--- config.mk ---
export PLATFORM = sky130hd
export DESIGN_NAME = mpsc_top
export DESIGN_NICKNAME = d
export VERILOG_FILES = /design/src/shared/mpsc_pkg.sv /design/src/shared/mpsc_sync_if.sv /design/src/mpsc_top.sv /design/src/mpsc_sync.sv
export VERILOG_INCLUDE_DIRS = /design/src /design/src/shared
export SDC_FILE = /design/constraint.sdc
export NUM_CORES = 1
export LEC_CHECK = 0
export BUFFER_PORTS_ARGS = -buffer_cell sky130_fd_sc_hd__clkbuf_2
export CAP_MARGIN = 20
export CORE_MARGIN = 1
export CORE_UTILIZATION = 45
export DETAILED_ROUTE_END_ITERATION = 8
export PLACE_DENSITY_LB_ADDON = 0.05
export SYNTH_ARGS = -nofsm -noshare
export SYNTH_HDL_FRONTEND = slang
export SYNTH_HIERARCHICAL = 1
export SYNTH_SLANG_ARGS = --single-unit
--- constraint.sdc ---
create_clock -name CLK -period 1.6 [get_ports CLK]
set_input_delay 0.32 -clock CLK [delete_from_list [all_inputs] [get_ports CLK]]
set_output_delay 0.32 -clock CLK [all_outputs]
set_load 0.05 [all_outputs]
--- src/shared/mpsc_consts.svh ---
/*
  Timing counts and field widths of the motor PWM state control block.
  Assumes a 10 MHz system clock and a 20 kHz nominal oscillator rate.
*/
`ifndef MPSC_CONSTS_SVH
`define MPSC_CONSTS_SVH

`define MPSC_CLK_FREQ_HZ   10000000
`define MPSC_OSC_FREQ_HZ   20000
`define MPSC_OSC_DIV       (`MPSC_CLK_FREQ_HZ / `MPSC_OSC_FREQ_HZ)
`define MPSC_DIV_W         9
`define MPSC_IDLE_TICKS    12'h800
`define MPSC_IDLE_W        12
`define MPSC_DUTY_W        8
`define MPSC_PWM_TOP       8'hfe
`define MPSC_SYNC_W        4
`define MPSC_SYNC_CMD      0
`define MPSC_SYNC_MAN      1
`define MPSC_SYNC_OV       2
`define MPSC_SYNC_TRIP     3

`endif

--- src/shared/mpsc_pkg.sv ---
/*
  Types of the motor PWM state control block.
  Assumes mpsc_consts.svh holds all numeric constants.
*/
package mpsc_pkg;
  typedef enum logic [1:0] {
    MPSC_SLEEP,
    MPSC_RUN,
    MPSC_FAULT
  } mpsc_state_e;
endpackage

--- src/shared/mpsc_sync_if.sv ---
/*
  Carries raw detector levels into the synchroniser and clean levels back.
  Assumes one clock domain on both sides.
*/
`timescale 1ns/1ps
`include "mpsc_consts.svh"
interface mpsc_sync_if;
  logic [`MPSC_SYNC_W-1:0] raw;
  logic [`MPSC_SYNC_W-1:0] clean;
  modport src  (output raw, input clean);
  modport sync (input raw, output clean);
endinterface

--- src/mpsc_top.sv ---
/*
  Sleep, run and fault control with command watchdog and gate drive PWM.
  Assumes analog front ends supply comparator levels and a digitised duty.
*/
// What this block does
// - Gate drive output stays low throughout the sleep state.
// - Any valid speed command moves the device from sleep to run, or to fault under overvoltage.
// - Overvoltage or overcurrent sends the device into the fault state.
// - The command input is active low; its low part is asserted.
// - Command counts as active only if pulsed within every 2048 oscillator counts.
// - A high manual-mode input selects manual command mode.
// - Auto or manual mode is chosen internally from input levels alone.
// - Auto mode accepts command duty from 0% up to 100%.
// - Gate PWM has fixed frequency, variable duty, and reaches 100% on.
// - Switched reference is connected to the regulated supply only in run.
// - Current sense above the limit reference raises an overcurrent trip.
// - In auto mode a command stuck 2048 oscillator cycles returns to sleep.
// - Fault exits to run when overvoltage clears; current fault needs sleep.
// - In auto mode a falling command edge wakes the device into run, or into fault under overvoltage.
// - In manual mode losing the high manual input enters sleep.
`timescale 1ns/1ps
`include "mpsc_consts.svh"
module mpsc_top (
  input  wire logic                      CLK,
  input  wire logic                      RST,
  input  wire logic                      COMMAND_IN_N,
  input  wire logic                      MANUAL_MODE_IN,
  input  wire logic                      OVERVOLTAGE_IN,
  input  wire logic [`MPSC_DUTY_W-1:0]   CURRENT_SENSE_IN,
  input  wire logic [`MPSC_DUTY_W-1:0]   CURRENT_LIMIT_REFERENCE,
  input  wire logic [`MPSC_DUTY_W-1:0]   DUTY_IN,
  output logic                           GATE_DRIVE_OUT,
  output logic                           SWITCHED_REFERENCE_OUT,
  output logic                           COMMAND_PULLUP_OUT,
  output logic                           CURRENT_FAULT_OUT,
  output logic                           COMMAND_ACTIVE_OUT,
  output mpsc_pkg::mpsc_state_e          STATE_OUT
);
  import mpsc_pkg::*;

  mpsc_sync_if sif ();

  logic                      cmd_n;
  logic                      man;
  logic                      ov;
  logic                      trip;
  logic                      auto_mode;
  logic                      cmd_prev;
  logic                      cmd_fall;
  logic                      cmd_edge;
  logic                      osc_tick;
  logic [`MPSC_DIV_W-1:0]    div_cnt;
  logic [`MPSC_DIV_W-1:0]    next_div_cnt;
  logic [`MPSC_IDLE_W-1:0]   idle_cnt;
  logic [`MPSC_IDLE_W-1:0]   next_idle_cnt;
  logic                      cmd_idle;
  logic [`MPSC_DUTY_W-1:0]   ramp;
  logic [`MPSC_DUTY_W-1:0]   next_ramp;
  logic [`MPSC_DUTY_W-1:0]   duty;
  logic [`MPSC_DUTY_W-1:0]   next_duty;
  mpsc_state_e               state;
  mpsc_state_e               next_state;
  logic                      run_manual;
  logic                      next_run_manual;
  logic                      cur_fault;
  logic                      next_cur_fault;
  logic                      sleep_cond;
  logic                      gate;
  logic                      next_gate;

  // The current comparison is resolved before the synchroniser so only one bit crosses.
  // The command crosses as its asserted level, so an idle high pin matches the cleared stages after reset.
  assign sif.raw[`MPSC_SYNC_CMD]  = !COMMAND_IN_N;
  assign sif.raw[`MPSC_SYNC_MAN]  = MANUAL_MODE_IN;
  assign sif.raw[`MPSC_SYNC_OV]   = OVERVOLTAGE_IN;
  assign sif.raw[`MPSC_SYNC_TRIP] = CURRENT_SENSE_IN > CURRENT_LIMIT_REFERENCE;

  mpsc_sync #(
    .WIDTH (`MPSC_SYNC_W)
  ) u_sync (
    .clk (CLK),
    .rst (RST),
    .bus (sif)
  );

  assign cmd_n     = !sif.clean[`MPSC_SYNC_CMD];
  assign man       = sif.clean[`MPSC_SYNC_MAN];
  assign ov        = sif.clean[`MPSC_SYNC_OV];
  assign trip      = sif.clean[`MPSC_SYNC_TRIP];
  assign auto_mode = !man;
  assign cmd_fall  = cmd_prev && !cmd_n;
  assign cmd_edge  = cmd_prev != cmd_n;
  assign osc_tick  = div_cnt == `MPSC_DIV_W'(`MPSC_OSC_DIV - 1);
  assign cmd_idle  = idle_cnt == `MPSC_IDLE_TICKS;

  // Oscillator-rate enable and command activity watchdog.
  always_comb begin
    next_div_cnt  = osc_tick ? '0 : div_cnt + `MPSC_DIV_W'(1);
    next_idle_cnt = idle_cnt;
    if (!auto_mode || cmd_edge) begin
      next_idle_cnt = '0;
    end else if (osc_tick && !cmd_idle) begin
      next_idle_cnt = idle_cnt + `MPSC_IDLE_W'(1);
    end
  end

  always_ff @(posedge CLK or posedge RST) begin
    if (RST) begin
      div_cnt  <= '0;
      idle_cnt <= '0;
      cmd_prev <= 1'b1;
    end else begin
      div_cnt  <= next_div_cnt;
      idle_cnt <= next_idle_cnt;
      cmd_prev <= cmd_n;
    end
  end

  // Sleep is taken from whichever command path started the run.
  assign sleep_cond = run_manual ? !man : cmd_idle;

  always_comb begin
    next_state      = state;
    next_run_manual = run_manual;
    next_cur_fault  = cur_fault;
    unique case (state)
      MPSC_SLEEP: begin
        next_cur_fault = 1'b0;
        if (man || cmd_fall) begin
          next_run_manual = man;
          next_state      = ov ? MPSC_FAULT : MPSC_RUN;
        end
      end
      MPSC_RUN: begin
        if (trip) begin
          next_cur_fault = 1'b1;
        end
        if (sleep_cond) begin
          next_state = MPSC_SLEEP;
        end else if (ov || trip) begin
          next_state = MPSC_FAULT;
        end
      end
      MPSC_FAULT: begin
        if (sleep_cond) begin
          next_state = MPSC_SLEEP;
        end else if (!ov && !cur_fault) begin
          next_state = MPSC_RUN;
        end
      end
    endcase
  end

  always_ff @(posedge CLK or posedge RST) begin
    if (RST) begin
      state      <= MPSC_SLEEP;
      run_manual <= 1'b0;
      cur_fault  <= 1'b0;
    end else begin
      state      <= next_state;
      run_manual <= next_run_manual;
      cur_fault  <= next_cur_fault;
    end
  end

  // Duty is sampled once per period so a mid-period change cannot chop a pulse.
  // A duty of all ones never meets the ramp and so holds the gate fully on.
  always_comb begin
    next_ramp = (ramp == `MPSC_PWM_TOP) ? '0 : ramp + `MPSC_DUTY_W'(1);
    next_duty = (ramp == `MPSC_PWM_TOP) ? DUTY_IN : duty;
    next_gate = (next_state == MPSC_RUN) && (duty > ramp);
  end

  always_ff @(posedge CLK or posedge RST) begin
    if (RST) begin
      ramp <= '0;
      duty <= '0;
      gate <= 1'b0;
    end else begin
      ramp <= next_ramp;
      duty <= next_duty;
      gate <= next_gate;
    end
  end

  assign GATE_DRIVE_OUT         = gate;
  assign SWITCHED_REFERENCE_OUT = state == MPSC_RUN;
  assign COMMAND_PULLUP_OUT     = auto_mode && state != MPSC_SLEEP;
  assign CURRENT_FAULT_OUT      = cur_fault;
  assign COMMAND_ACTIVE_OUT     = auto_mode && !cmd_idle;
  assign STATE_OUT              = state;
endmodule // mpsc_top

--- src/mpsc_sync.sv ---
/*
  Three flip-flop synchroniser with agreement filter for detector levels.
  Assumes raw levels may change at any time relative to the clock.
*/
`timescale 1ns/1ps
`include "mpsc_consts.svh"
module mpsc_sync #(
  parameter int WIDTH = `MPSC_SYNC_W
) (
  input  wire logic  clk,
  input  wire logic  rst,
  mpsc_sync_if.sync  bus
);
  logic [WIDTH-1:0] ff1;
  logic [WIDTH-1:0] ff2;
  logic [WIDTH-1:0] ff3;
  logic [WIDTH-1:0] clean;
  logic [WIDTH-1:0] next_clean;

  // A new level is accepted only once the second and third stages agree.
  always_comb begin
    next_clean = clean;
    for (int i = 0; i < WIDTH; i++) begin
      if (ff2[i] == ff3[i]) begin
        next_clean[i] = ff3[i];
      end
    end
  end

  always_ff @(posedge clk or posedge rst) begin
    if (rst) begin
      ff1   <= '0;
      ff2   <= '0;
      ff3   <= '0;
      clean <= '0;
    end else begin
      ff1   <= bus.raw;
      ff2   <= ff1;
      ff3   <= ff2;
      clean <= next_clean;
    end
  end

  assign bus.clean = clean;
endmodule // mpsc_sync

==> Word-level counts from Yosys, hierarchy flattened <==
Index checks and enable logic that the tools add are counted.
{ "classes": {"addsub": 3, "magnitude_cmp": 2, "eq_ne": 12, "muxes": 14, "n_reduce_logical": 21} }
{ "op_table": {"columns": ["op", "n"], "rows": [
  ["$mux 12", 2],
  ["$gt 8x8->1", 2],
  ["$add 12x1->12 const B", 1],
  ["$eq 12x12->1 const B", 1],
  ["$mux 2", 6],
  ["$add 9x1->9 const B", 1],
  ["$eq 9x9->1 const B", 1],
  ["$mux 9", 1],
  ["$add 8x1->8 const B", 1],
  ["$eq 8x8->1 const B", 1],
  ["$mux 8", 1],
  ["$logic_and 1x1->1", 6],
  ["$logic_not 1->1", 6],
  ["$pmux 2 s3", 1],
  ["$reduce_bool 2->1", 3],
  ["$eq 1x1->1", 4],
  ["$eq 2x1->1 const B", 2],
  ["$reduce_and 2->1", 2],
  ["$logic_or 1x1->1", 3],
  ["$eq 2x2->1 const B", 1],
  ["$logic_not 2->1", 1],
  ["$mux 1", 2],
  ["$ne 2x1->1 const B", 1],
  ["$pmux 1 s2", 1],
  ["$ne 1x1->1", 1]
]} }
{ "word_totals": {"reg_bits": 59, "out_inout_bits": 7, "word_cells": 68} }

==> Longest topological paths before layout <==
Gate-level depths: netlist of the first run.
{ "depth": {"word_depth": 7, "ltp_mapped": 7} }

==> Cells and area by module <==
The synthesis of the first run kept the hierarchy.
{ "modules_own_cells": {"columns": ["module", "instances", "cells_each", "area_per_inst_um2", "seq_area_each_um2"], "rows": [
  ["mpsc_top", 1, 254, 2532.4, 1077.3],
  ["mpsc_sync", 1, 21, 449.2, 400.4]
]} }

==> Least setup slack after synthesis of the first run <==
No wires, ideal clock.
{ "synth_timing": {"path_kind": "reg2out", "from": "register state[0] (netlist: STATE_OUT[0])", "to": "output port COMMAND_PULLUP_OUT", "arrival_time_ns": 1.715, "required_time_ns": 1.280, "setup_slack_ns": -0.435, "stages_incl_launch_ff": 4, "n_path_buf": 0, "cell_sequence": "dfrtp_1 -> inv_1 -> ha_1 -> nor2_1"} }
{ "synth_via": {"elab_chain_cells": 2} }
{ "synth_rtl": {"columns": ["item", "line", "rtl"], "rows": [
  ["start: declaration", "mpsc_top.sv:61", "mpsc_state_e state;"],
  ["start signal: assignment", "mpsc_top.sv:160", "state <= next_state;"],
  ["$reduce_bool 2->1", "mpsc_top.sv:188", "assign COMMAND_PULLUP_OUT = auto_mode && state != MPSC_SLEEP;"],
  ["$logic_and 1x1->1", "mpsc_top.sv:188", null],
  ["end: declaration", "mpsc_top.sv:34", "output logic COMMAND_PULLUP_OUT,"]
]} }
No other way between the ends.

==> Worst setup path in the final report of the first run <==
{ "layout_timing": {"from": "register idle_cnt[6]", "to": "output port COMMAND_ACTIVE_OUT"} }
{ "layout_via": {"elab_chain_cells": 3} }
{ "layout_rtl": {"columns": ["item", "line", "rtl"], "rows": [
  ["start: declaration", "mpsc_top.sv:54", "logic [`MPSC_IDLE_W-1:0] idle_cnt;"],
  ["start signal: assignment", "mpsc_top.sv:114", "idle_cnt <= next_idle_cnt;"],
  ["$eq 12x12->1 (no line)", null, null],
  ["$logic_not 1->1", "mpsc_top.sv:190", "assign COMMAND_ACTIVE_OUT = auto_mode && !cmd_idle;"],
  ["$logic_and 1x1->1", "mpsc_top.sv:190", null],
  ["end: declaration", "mpsc_top.sv:36", "output logic COMMAND_ACTIVE_OUT,"]
]} }
No other way between the ends.

==> flow_results.org, run 1 <==
** Worst setup path
- Required time of the critical path :: 1.28 ns
- Broken down by cell family, the worst path's largest delay share belongs to flip-flops.
- Highest cell delay on the worst timing path :: 0.43 ns
- FF-to-FF setup slack :: -0.10 ns
- The worst setup path is captured at an output pin.
- Number of cells on the critical path :: 4
- Following the worst setup path forward leads to its endpoint at COMMAND_ACTIVE_OUT.
- CP startpoint kind :: register
- The critical path goes through nor4b_4 > buf_4 > a31oi_4 > buf_8.
- RR Startpoint :: idle_cnt[1]$_DFFE_PP0P_
- Worst r2r dst :: GATE_DRIVE_OUT$_DFF_PP0_
- Critical path class :: register to output pin
- Crit path max fanout :: 3
- Worst r2r path cells :: 8
- Critical-path cell with the highest stage delay :: dfrtp_1
- The critical path starts at idle_cnt[6]$_DFFE_PP0P_.
- The critical path contains buffers and inverters numbering 2 combined.
- STA puts the critical path data arrival time at 1.53 ns.

** Placed design
- GPL Wtd Cong :: 0.734
- The placed instances occupy a cell area of 3510 um^2.
- HPWL reported at the end of detailed placement :: 3.87 mm
- Port-buffer cells :: 35
- In this run, placement finished with an instance count of 410.

** Clock tree
- Bufs on Longest Clock Path :: 2
- TritonCTS clock tree :: built
- The root buffer cell chosen for the clock tree is clkbuf_8.
- H-Tree Level Count :: 3
- Clock buffers created by TritonCTS :: 9
- Sink Count :: 59
- Clock-pin slew was measured on the worst setup and hold paths at 0.06 ns.
- Clock latency reported for the late side of the worst-skew pair :: 0.34 ns

** Synthesis
- Dividing the synthesized area by the synthesized cell count gives 10.8 um^2.
- Net count after synthesis :: 329
- Synth Cell Area :: 2980 um^2
- In the synthesized netlist the dominant register cell turns out to be dfrtp_1.
- During synthesis, Yosys emitted a total of 6 warnings.
- Number of enable-type register cells in the synthesized netlist :: 0
- Number of register bits inferred by synthesis :: 59
- The synthesized netlist contains 42 unique library cells.
- The share of the Yosys chip area taken by registers is 49.6%.
- Synthesized instance count :: 275
- Async set-or-reset flop fraction in the synthesized netlist :: 100%

** Timing
- Hold timing on the final database bottoms out at a slack of 0.0929 ns.
- At the pin with the least slew margin, the transition time is 0.577 ns.
- Max Freq :: 0.541 GHz
- Setup repair after global routing could not meet its margin everywhere.
- The number of hold violations in the final report was 0.
- Share of the clock period used by the worst path :: 116%
- Between clock sinks in the finished design, the worst skew comes to 0.00778 ns.
- Counting I/O delays and the setup requirement, the final critical path takes 1.85 ns.
- Crit path setup slack, layout :: -0.248 ns
- TNS Setup :: -0.345 ns
- Slew Limit Headroom :: 61.5%
- Final max-slew violation count :: 0
- Setup violations remaining at the end of the flow were counted as 2.

** Power and ir drop
- The internal power of the cells totals 2.60 mW.
- Net switching is 30.5% of the power.
- For this design the static power due to leakage is 1.86 nW.
- Psw :: 1.14 mW
- VDD sags by at most 0.618 mV.
- The clock network burns 32.0% of the power.
- Sequential Power Share :: 44.1%
- Dividing total power by cell area gives a power density of 967 nW/um^2.
- Relative contribution of combinational cells to total power :: 23.9%

** Status
- Violated checks :: negative setup slack
- Outcome :: finished with violations

** Routing
- Via/cell ratio :: 5.05
- Routed WL per cell :: 12.4 um
- Across all layers, the routed design uses 2200 vias.
- In this run the remaining antenna-violating nets after routing total 0.
- The pre-antenna-repair detailed-routing pass consisted of 4 iterations.
- Wires add up to 5.41 mm.
- After detailed routing, the number of remaining DRC violations is 0.
- DRC violation total after the first TritonRoute iteration :: 44

** GRT
- In the global route stage, met3 resource usage came out at 5.17%.
- The first global-routing pass estimated 9.52 mm of wire.
- The number of antenna violations at the first check in global routing was 0.
- Routing usage on met1 :: 22.4%
- Across every metal layer, demand over resource in global routing totals 17.6%.
- The total overflow left after global routing is 0.
- M2 GR Usage :: 27.4%
- Vias in the first global route :: 2114
- Pin count of the biggest net entering global routing :: 30
- The layer flagged by global routing as most heavily used is met2.

** Floorplan
- Initial cell density of the core :: 46.7%
- Die area :: 6960 um^2
- The die is 83.4 um tall.
- In this run the standard cell core region covers 6390 um^2.
- During I/O placement, the number of pins put on the boundary was 36.
- After floorplanning, the core was divided into 29 placement rows.
- Die span in x :: 83.4 um

** Cells and area
- Once layout is done, the placed cells without fillers occupy 3870 um^2.
- From synthesis to final layout, the design area changed by 30.0%.
- The number of antenna diodes in the final layout is 0.
- The final layout contains 408 nets.
- Final standard cell count with taps included and fillers excluded :: 436
- Cells with a size suffix above 1 make up 34.5% of the layout.

** Flow run
- Max capacitance violation total :: 0

** Worst hold path
- Class of the worst hold path :: input port to register
- Along the worst hold path, the cell count comes to 1.
==> power groups by stage <==
stage	logic (mW)	clock network, mW	registers, mW
2_1_floorplan	0.515	0	1.79
3_3_place_gp	0.832	0	1.68
3_5_place_dp	0.830	0	1.68
4_1_cts	0.900	1.24	1.65
5_1_grt	0.985	1.29	1.66
6_report	0.897	1.20	1.65
==> registers in the layout, summed over array words and instances, names as in the netlist <==
register	count
duty	8
u_sync/bus.clean	4
u_sync/ff2	4
u_sync/ff1	4
CURRENT_FAULT_OUT	1
div_cnt	9
GATE_DRIVE_OUT	1
STATE_OUT	2
run_manual	1
ramp	8
u_sync/ff3	4
cmd_prev	1
idle_cnt	12
==> layer usage <==
layer,routed length [um],vias to the layer above
li1,-,1117
met1,2530,1038
met2,2580,39
met3,215,6
met4,87,0
met5,0,-
==> synth_stat cells (all sizes together) (4+ instances only) <==
library cell / instances / area (um^2)
dfrtp: 58 / 1450
inv: 27 / 101
nor2: 27 / 101
ha: 25 / 313
nand4: 15 / 106
a21oi: 13 / 65.1
nand2: 12 / 45.0
o21ai: 12 / 60.1
xor2: 11 / 96.3
nand3: 10 / 55.1
mux2: 7 / 78.8
xnor2: 7 / 61.3
nor2b: 5 / 31.3
and2: 4 / 25.0
buf: 4 / 28.8
maj3: 4 / 45.0
or3: 4 / 25.0
==> worst min-delay path by stage <==
stage                   startpoint                              end
global route        MANUAL_MODE_IN          u_sync/ff1[1]$_DFF_PP0_
floorplan                      RST  u_sync/bus.clean[0]$_DFFE_PP0N_
detailed placement             RST              duty[7]$_DFFE_PP0N_
finish              OVERVOLTAGE_IN          u_sync/ff1[2]$_DFF_PP0_
CTS                 OVERVOLTAGE_IN          u_sync/ff1[2]$_DFF_PP0_
global placement               RST              duty[7]$_DFFE_PP0N_
==> layout by cell type (no fill, tap or decap), types with 2 or more instances in the layout <==
cell type,instances
a21oi_1,12
maj3_2,4
buf_12,2
and4_1,3
inv_1,22
xnor2_1,6
ha_4,3
nand3_1,8
mux2_2,7
clkbuf_1,3
clkinv_2,2
nor3_1,2
dfrtp_1,56
nand2_1,10
nor2b_1,5
clkbuf_8,12
nand4_1,13
nand2_2,2
or3_1,4
dfrtp_2,2
nor2_1,26
a22o_1,2
o21ai_0,12
clkbuf_2,32
and3_1,2
nand2b_1,3
nor4b_4,2
buf_8,2
xor2_1,11
buf_4,33
and2_1,4
ha_1,21
inv_2,3
==> worst register-to-register path, cell delays in order (launching register included) <==
cell	delay, ns
dfrtp_1	0.39
inv_2	0.08
ha_4	0.12
nor4b_4	0.19
buf_4	0.16
nand3_4	0.09
o211ai_2	0.19
o22ai_2	0.11
nor4b_2	0.26
==> timing repair <==
action | CTS | global route
hold endpoints to repair | 10 | 0
pin swaps | 5 | 3
resized for setup | 13 | 12
gates cloned | 0 | 1
endpoints found under the setup margin | 4 | 9
buffers inserted | 4 | 5
hold buffers | 1 | 0
==> per-stage QoR <==
stage	power, mW	worst slack, ns	util, %
6_report	3.75	-0.248	60.7
4_1_cts	3.80	-0.276	59.0
3_5_place_dp	2.51	-0.0892	54.9
2_1_floorplan	2.30	-0.00124	-
5_1_grt	3.94	-0.304	60.7
3_3_place_gp	2.51	0.00160	54.9
==> layout make-up <==
| type | count | area (um^2) |
|---|---|---|
| Clock buffer | 14 | 163 |
| Tap cell | 77 | 96.3 |
| Sequential cell | 59 | 1480 |
| Multi-Input combinational cell | 184 | 1480 |
| Clock inverter | 2 | 10.0 |
| Timing Repair Buffer | 73 | 538 |
| Fill cell | 538 | 2510 |
| Inverter | 27 | 104 |
==> cell families (layout without fill, tap and decap cells) <==
group | after synthesis | after routing | synth area share [%]
flip-flops | 59 | 59 | 49.6
adder cells (fa/ha/maj) | 29 | 29 | 12.0
XOR/XNOR | 18 | 18 | 5.29
buffers and inverters | 32 | 116 | 4.49
AO/OA/AOI/OAI | 38 | 38 | 8.02
AND/OR/NAND/NOR | 92 | 92 | 18.0
multiplexers | 7 | 7 | 2.64
No activity file was read; power rests on OpenSTA's default activity.
==> inputs of run 2 (changes only) <==
--- a/config.mk
+++ b/config.mk
@@ -9,7 +9,7 @@
 export BUFFER_PORTS_ARGS = -buffer_cell sky130_fd_sc_hd__clkbuf_2
 export CAP_MARGIN = 20
 export CORE_MARGIN = 1
-export CORE_UTILIZATION = 45
+export CORE_UTILIZATION = 52
 export DETAILED_ROUTE_END_ITERATION = 8
 export PLACE_DENSITY_LB_ADDON = 0.05
 export SYNTH_ARGS = -nofsm -noshare
==> run 2 against run 1 <==
Against the previous run:
- the run still ends with negative setup slack left
- register-to-register slack worse by 0.06 ns
- non-clock buffer count stayed put
- die area is 13% lower
- global-route usage is 3.5 points higher
- via count is 2.5% higher
- clock power is 7% lower
- first-iteration DRC count is 50% higher
- clock skew is 0.00080 ns higher
- maximum frequency is 3.2% higher
- critical endpoint unchanged
- routed wire length is 7.6% higher
- largest cell class is now flip-flops and latches
- worst hold slack worse by 0.082 ns
==> flow_results.org, run 2 (same netlist as run 1, synthesis figures left out) <==
** Floorplan
- In this run the vertical extent of the chip is 77.7 um.
- Number of I/O pins :: 36
- After floorplanning, the core was sized to cover 5510 um^2.
- Initial cell density of the core :: 54.1%
- Die area :: 6040 um^2
- The initialized floorplan defines 27 standard-cell rows.
- Die span in x :: 77.7 um

** Routing
- Total number of vias :: 2254
- After detailed routing, the number of remaining DRC violations is 0.
- Final wirelength :: 5.83 mm
- Using the TritonRoute via totals, the vias-per-cell ratio works out to 5.23.
- The first detailed-routing pass took 4 iterations.
- Routed WL per cell :: 13.5 um
- Number of antenna-violating nets in the routed design :: 0
- The detailed router finished its first iteration with 66 violations.

** Cells and area
- Most common cell after layout, fill and taps aside :: dfrtp_1
- The filler cells instantiated in the layout total 427.
- Commonest cells after routing, fill and taps aside :: dfrtp_1, buf_4, clkbuf_2
- Cells with a size suffix above 1 make up 35.4% of the layout.
- The number of antenna diodes in the final layout is 0.
- Summing all multi-input logic gate instances after layout gives 1480 um^2.
- From synthesis to final layout, the design area changed by 29.2%.
- Post-layout net count :: 408
- Registers with the most flip-flops :: idle_cnt (12), div_cnt (9)
- Counting flops per register, the top entry is idle_cnt.
- The sequential cells in the finished layout cover a total of 1480 um^2.
- Final core area utilization :: 70.0%
- Final standard cell count with taps included and fillers excluded :: 431
- Number of flip-flops under the largest register name :: 12

** Clock tree
- Clock buffers created by TritonCTS :: 9
- Bufs on Longest Clock Path :: 2
- TritonCTS clock tree :: built
- Clock tree synthesis selected as its root buffer the cell clkbuf_8.
- For this design, the sink count on the clock tree is 59.
- Clock latency reported for the late side of the worst-skew pair :: 0.33 ns
- Clock-pin slew was measured on the worst setup and hold paths at 0.06 ns.
- H-Tree Level Count :: 3

** Timing
- TNS Setup :: -0.516 ns
- Max Freq :: 0.558 GHz
- The clock arrives with 0.00858 ns of skew.
- RSZ-0062 raised after global routing :: true
- The number of hold violations in the final report came to 0.
- Time the worst path needs with I/O delays and setup :: 1.79 ns
- Worst-Margin Slew :: 0.608 ns
- Measured against its own limit, the worst slew margin works out to 59.4%.
- Share of the clock period used by the worst path :: 112%
- Crit path setup slack, layout :: -0.191 ns
- The number of pins exceeding their max-slew limit in the final report came to 0.
- Final setup violation count :: 5

** Worst setup path
- For the worst setup path, the data required time is 1.28 ns.
- The worst setup path is captured at an output pin.
- Crit path max fanout :: 2
- Critical path class :: register to output pin
- For the worst setup path, the data arrival time is 1.47 ns.
- STA classifies the critical path startpoint as a register.

** Placed design
- GPL Wtd Cong :: 0.787
- Port-buffer cells :: 35
- Counting tap cells, the placed design contains a total of 400 instances.
- At the placement stage, the worst setup path has a slack of -0.0977 ns.
- Detailed placement ended at an HPWL of 3.87 mm.

** Power and ir drop
- PD cells :: 961 nW/um^2
- The analysis attributes to cell leakage a power of 1.86 nW.
- The design draws 3.71 mW.
- VDD sags by at most 0.742 mV.

** Flow run
- Max-cap violations in this run came to 0.

** GRT
- Entering global routing, the biggest net connects 44 pins.
- The number of antenna violations at the first check in global routing came to 0.
- First-pass GRT wire length :: 9.67 mm
- GRT Util Overall :: 21.1%
- Global route total overflow :: 0
- The via count of the first global-routing pass was 2191.

** Worst hold path
- The worst hold path belongs to the class input port to asynchronous set/reset pin.

** Status
- Outcome :: finished with violations
- Violated checks :: negative setup slack
[run 2: changes by cell type in the layout (fill, tap and decap cells not counted), sizes merged]
cell | before | now
clkbuf | 48 | 45
buf | 38 | 40
clkinv | 3 | 5
dlygate4sd3 | 1 | 0
[run 2: per-stage QoR]
step	instance area (um^2)	hold WS, ns
floorplan	3030	0.234
global placement	3460	0.332
detailed placement	3460	0.336
CTS	3680	0.00960
global route	3850	0.0202
finish	3850	0.0105
[run 2: final timing paths]
check | from | slack [ns] | cells after the start | end
setup / recovery | idle_cnt[1]$_DFFE_PP0P_ | -0.19 | 5 | COMMAND_ACTIVE_OUT
setup reg to reg | idle_cnt[1]$_DFFE_PP0P_ | -0.16 | 8 | GATE_DRIVE_OUT$_DFF_PP0_
hold reg to reg | u_sync/ff1[0]$_DFF_PP0_ | 0.35 | 0 | u_sync/ff2[0]$_DFF_PP0_
hold / removal | RST | 0.01 | 3 | CURRENT_FAULT_OUT$_DFFE_PP0P_
min in group CLK | OVERVOLTAGE_IN | 0.09 | 1 | u_sync/ff1[2]$_DFF_PP0_
max in group asynchronous | RST | 1.15 | 2 | u_sync/ff3[3]$_DFF_PP0_
[run 2: power breakdown]
part / leakage (nW) / switching (mW) / internal, mW / total (mW)
logic: 1.03 / 0.538 / 0.405 / 0.943
clock network: 0.0839 / 0.554 / 0.552 / 1.11
registers: 0.743 / 0.0763 / 1.58 / 1.66
total: 1.86 / 1.17 / 2.54 / 3.71
[run 2: repair_timing]
item                       4_1_cts  5_1_grt
setup buffers                    4       11
gates cloned                     0        1
pin swaps                        3       11
resized for setup                9       19
hold buffers                     0        0
setup endpoints to repair        5       18
[run 2: layout make-up]
type,instances,area share (%)
flip-flops and latches,59,38.4
clock inverters,4,0.519
multi-input cells,184,38.4
clock buffers,12,3.51
inverters,27,2.69
well taps,72,2.34
repair buffers,73,14.2
[run 2: critical path: stages (launching register included)]
cell,delay [ns]
dfrtp_1,0.39
inv_2,0.09
ha_4,0.12
nor4b_4,0.23
a31oi_2,0.14
buf_8,0.17
[run 2: routing by layer]
metal	share of wire, %	vias to the layer above	GRT usage [%]
met5	0	-	0
met4	3.0	0	11.3
met3	4.3	16	6.35
met2	46	46	32.7
met1	46	1077	26.4
li1	-	1115	-
==> inputs of run 3 (changes only) <==
--- a/config.mk
+++ b/config.mk
@@ -6,11 +6,12 @@
 export SDC_FILE = /design/constraint.sdc
 export NUM_CORES = 1
 export LEC_CHECK = 0
+export ABC_AREA = 1
 export BUFFER_PORTS_ARGS = -buffer_cell sky130_fd_sc_hd__clkbuf_2
 export CAP_MARGIN = 20
-export CORE_MARGIN = 1
-export CORE_UTILIZATION = 52
+export CORE_UTILIZATION = 53
 export DETAILED_ROUTE_END_ITERATION = 8
+export GPL_TIMING_DRIVEN = 0
 export PLACE_DENSITY_LB_ADDON = 0.05
 export SYNTH_ARGS = -nofsm -noshare
 export SYNTH_HDL_FRONTEND = slang
==> run 3 against run 2 <==
Against the previous run:
- the run still ends with negative setup slack left
- final cell count rose by 23%
- synthesized cell count rose by 40%
- maximum frequency grew 0.13%
- combinational power is 3.8% higher
- design area rose by 3.9%
- non-clock buffer count shrank 12
- worst setup slack better by 0.0023 ns
- global-route usage increased by 1.9 points
- die area is 4.5% higher
- critical path type unchanged
- critical endpoint unchanged
- largest cell class is now multi-input combinational cells
- highest routed layer unchanged
==> flow_results.org, run 3 <==
** Power and ir drop
- Leakage :: 2.07 nW
- Worst vdd ir :: 0.562 mV
- Switching power as a share of total power :: 31.0%
- The share of total power dissipated in sequential elements is 40.8%.
- The clock network accounts for 35.3% of the total power.
- PnR Total Power :: 4.09 mW
- Psw :: 1.27 mW
- PD cells :: 1020 nW/um^2
- Internal power comes to 2.82 mW.
- Of the total power, combinational logic draws 23.9%.

** Floorplan
- In this run the vertical extent of the chip is 79.5 um.
- After floorplanning, the core was sized to cover 5640 um^2.
- Number of placement rows :: 27
- The die is 79.5 um wide.
- For this configuration, the core starts out at a cell density of 56.4%.
- Number of I/O pins :: 36
- Die area :: 6310 um^2

** Placed design
- Once detailed placement completed, the half-perimeter wirelength came to 4.44 mm.
- In this run, placement finished with an instance count of 492.
- GPL Wtd Cong :: 0.874
- Buffers placed on the I/O ports in this run total 35.

** Timing
- Slew Limit Headroom :: 60.3%
- Smallest hold slack :: 0.0915 ns
- Time the worst path needs with I/O delays and setup :: 1.79 ns
- The number of hold violations in the final report came to 0.
- Across all setup checks in the final design, the least slack found is -0.189 ns.
- Setup violations remaining at the end of the flow were counted as 8.
- Max Freq :: 0.559 GHz
- The final critical path takes up 112% of the cycle.
- For the final routed database, the setup TNS stands at -0.342 ns.
- For the pin with the worst max-slew slack, the measured transition is 0.595 ns.
- Clock skew on the completed layout was measured at 0.0101 ns.
- Setup repair after global routing could not meet its margin everywhere.
- Final max-slew violation count :: 0

** Routing
- Once detail routing completed, the nets flagged for antenna violations numbered 0.
- Routed WL per cell :: 12.2 um
- Post-route DRC :: 0
- Total number of vias :: 2716
- The first TritonRoute pass finished after 4 iterations.
- DRC violation total after the first TritonRoute iteration :: 115
- Via/cell ratio :: 5.13
- For this block, the routed nets add up to 6.48 mm of wire.

** GRT
- Number of antenna violations at the first check in global routing :: 0
- Entering global routing, the biggest net connects 28 pins.
- Global route total overflow :: 0
- Vias in the first global route :: 2634
- Global routing used 23.0% of the available tracks across all layers.
- The first global-routing pass estimated 11.1 mm of wire.

** Clock tree
- The clock passes through at most 2 buffers.
- Sink Count :: 59
- Clock-pin slew was measured on the worst setup and hold paths at 0.07 ns.
- TritonCTS clock tree :: built
- TritonCTS created 9 clock buffers.
- Clock root buffer :: clkbuf_8
- At the later pin of the worst-skew pair, clock insertion delay measures 0.34 ns.
- CTS built an H-tree with a depth of 3.

** Cells and area
- Final standard cell count with taps included and fillers excluded :: 529
- Most common cell after layout, fill and taps aside :: nand2_1
- For this run, the post-layout net count is 506.
- 0 antenna diodes ended up in the layout.
- The largest registers in the layout are idle_cnt (12), div_cnt (9).
- Leaving out fill and tap cells, the most frequent cells in the layout are nand2_1, dfrtp_1, inv_1.
- The register with the most flip-flops in the final layout is idle_cnt.
- Share of cells above drive strength 1 :: 24.1%
- Layout-stage area growth over the synthesis result :: 25.9%
- Number of flip-flops under the largest register name :: 12
- Final core area utilization :: 71.0%

** Worst setup path
- Critical path class :: register to output pin
- Arrival time of the worst setup path :: 1.47 ns
- Crit path max fanout :: 2
- Kind of end point of the critical path :: output pin
- Together, buffers and inverters on the worst path number 1.
- For the worst flop-to-flop path, the logic depth is 11.
- CP delay by family, top :: simple AND/OR/NAND/NOR gates
- Walking the worst path, the cells encountered are nor2_2 > nand2_4 > nor2_4 > and2_4 > nor2_4 > buf_8.
- Most common cell on crit path :: nor2_4
- For the worst setup path, the data required time is 1.28 ns.
- The critical path crosses 6 cells after its start point.
- CP startpoint kind :: register
- Highest cell delay on the worst timing path :: 0.43 ns
- Critical-path cell with the highest stage delay :: dfrtp_2

** Synthesis
- Largest family of logic cells by synthesized area :: simple AND/OR/NAND/NOR gates
- Synthesized-area fraction occupied by adder cells :: 9.83%
- Compound-Gate Fraction of Synth Area :: 8.26%
- The most common cell in the synthesized netlist is nand2_1.
- After synthesis the cells add up to 3180 um^2.
- In this run, synthesis inferred 0 flip-flops with an integrated enable.
- Net count after synthesis :: 438
- Number of register bits inferred by synthesis :: 59
- Count of unique library cells instantiated by Yosys :: 34
- For this run, asynchronously set or reset flops after synthesis account for 100%.
- Summing the areas of all and, or, nand and nor instances in the mapped netlist gives 26.3% of the synthesized area.
- By area the synthesized netlist is led by dfrtp_1, nand2_1, ha_1.
- Summed over its instances, the top area cell type makes up 45.6% of the synthesized netlist area.
- Synthesis produced a netlist whose cell count is 384.
- The average instance in the mapped netlist occupies 8.28 um^2.
- Measured against the total synthesized area, the mux share comes to 0%.
- After Yosys synthesis, XOR and XNOR cells account for 1.10% of the synthesized area.
- Part of the Yosys area used for sequential elements :: 46.5%
- By count the netlist is led by nand2_1, inv_1, dfrtp_1.
- For this run, the leading register cell type out of synthesis is dfrtp_1.
- Cell taking the most area after synthesis :: dfrtp_1
- Total of warnings raised by yosys :: 6

** Worst hold path
- Class of the worst hold path :: input port to register
- Hold Path Stages :: 1

** Flow run
- Max capacitance violation total :: 0

** Status
- The run finished, with violations left.
- Violated checks :: negative setup slack
[run 3: cell types whose count changed in the layout (fill, tap and decap cells not counted), moves of 10 or more]
cell     delta
nand2_1    +82
inv_1      +32
a21oi_1    +10
nand3_1    +12
buf_4      -13
nor2_1     +10
[run 3: cell type report]
cell class | count | area [um^2]
Clock inverter | 5 | 77.6
Clock buffer | 11 | 131
Timing Repair Buffer | 57 | 407
Buffer | 4 | 35.0
Tap cell | 72 | 90.1
Fill cell | 430 | 1640
Inverter | 60 | 230
Sequential cell | 59 | 1480
Multi-Input combinational cell | 261 | 1550
[run 3: cell families (layout without fill, tap and decap cells)]
| logic type | count (synthesis) | after routing |
|---|---|---|
| DFF | 59 | 59 |
| xor gates and xnor gates | 4 | 4 |
| and+or+nand+nor | 184 | 184 |
| AOI/OAI and AO/OA | 48 | 48 |
| buffers and inverters | 64 | 137 |
| adders and majority gates | 25 | 25 |
[run 3: per-layer routing]
metal  wire, um  track usage (%)  part of all wire, %  vias to the layer above
li1           -                -                    -                     1366
met1       2860             27.7                   44                     1277
met2       3190             38.8                   49                       59
met3        288             5.83                  4.4                       14
met4        140             9.82                  2.2                        0
met5          0                0                    0                        -
[run 3: final timing paths]
check                                         from                  endpoint  slack, ns
hold / removal                      OVERVOLTAGE_IN   u_sync/ff1[2]$_DFF_PP0_       0.09
hold reg to reg            u_sync/ff1[1]$_DFF_PP0_   u_sync/ff2[1]$_DFF_PP0_       0.35
setup reg to reg           idle_cnt[0]$_DFFE_PP0P_   idle_cnt[6]$_DFFE_PP0P_      -0.04
max in group asynchronous                      RST    STATE_OUT[0]$_DFF_PP0_       0.58
min in group asynchronous                      RST  idle_cnt[10]$_DFFE_PP0P_       0.53
setup / recovery           idle_cnt[2]$_DFFE_PP0P_        COMMAND_ACTIVE_OUT      -0.19
[run 3: power by group through the flow]
stage | Combinational (mW) | Clock, mW | Sequential, mW
final | 0.979 | 1.44 | 1.67
after detailed placement | 0.811 | 0 | 1.69
after global placement | 0.786 | 0 | 1.68
after CTS | 0.911 | 1.48 | 1.68
after floorplan | 0.479 | 0 | 1.81
after global routing | 1.08 | 1.54 | 1.68
[run 3: through the flow]
step                setup WS, ns  area, um^2
CTS                       -0.215        3830
detailed placement        -0.135        3490
finish                    -0.189        4010
global route              -0.261        4010
global placement          -0.487        3470
floorplan                 0.0614        3200
[run 3: timing repair]
action,CTS,global route
hold endpoints to repair,15,0
endpoints found under the setup margin,3,14
hold buffers,1,0
cloned,0,1
pin swaps,2,21
gates resized for setup,18,20
setup buffers,8,11
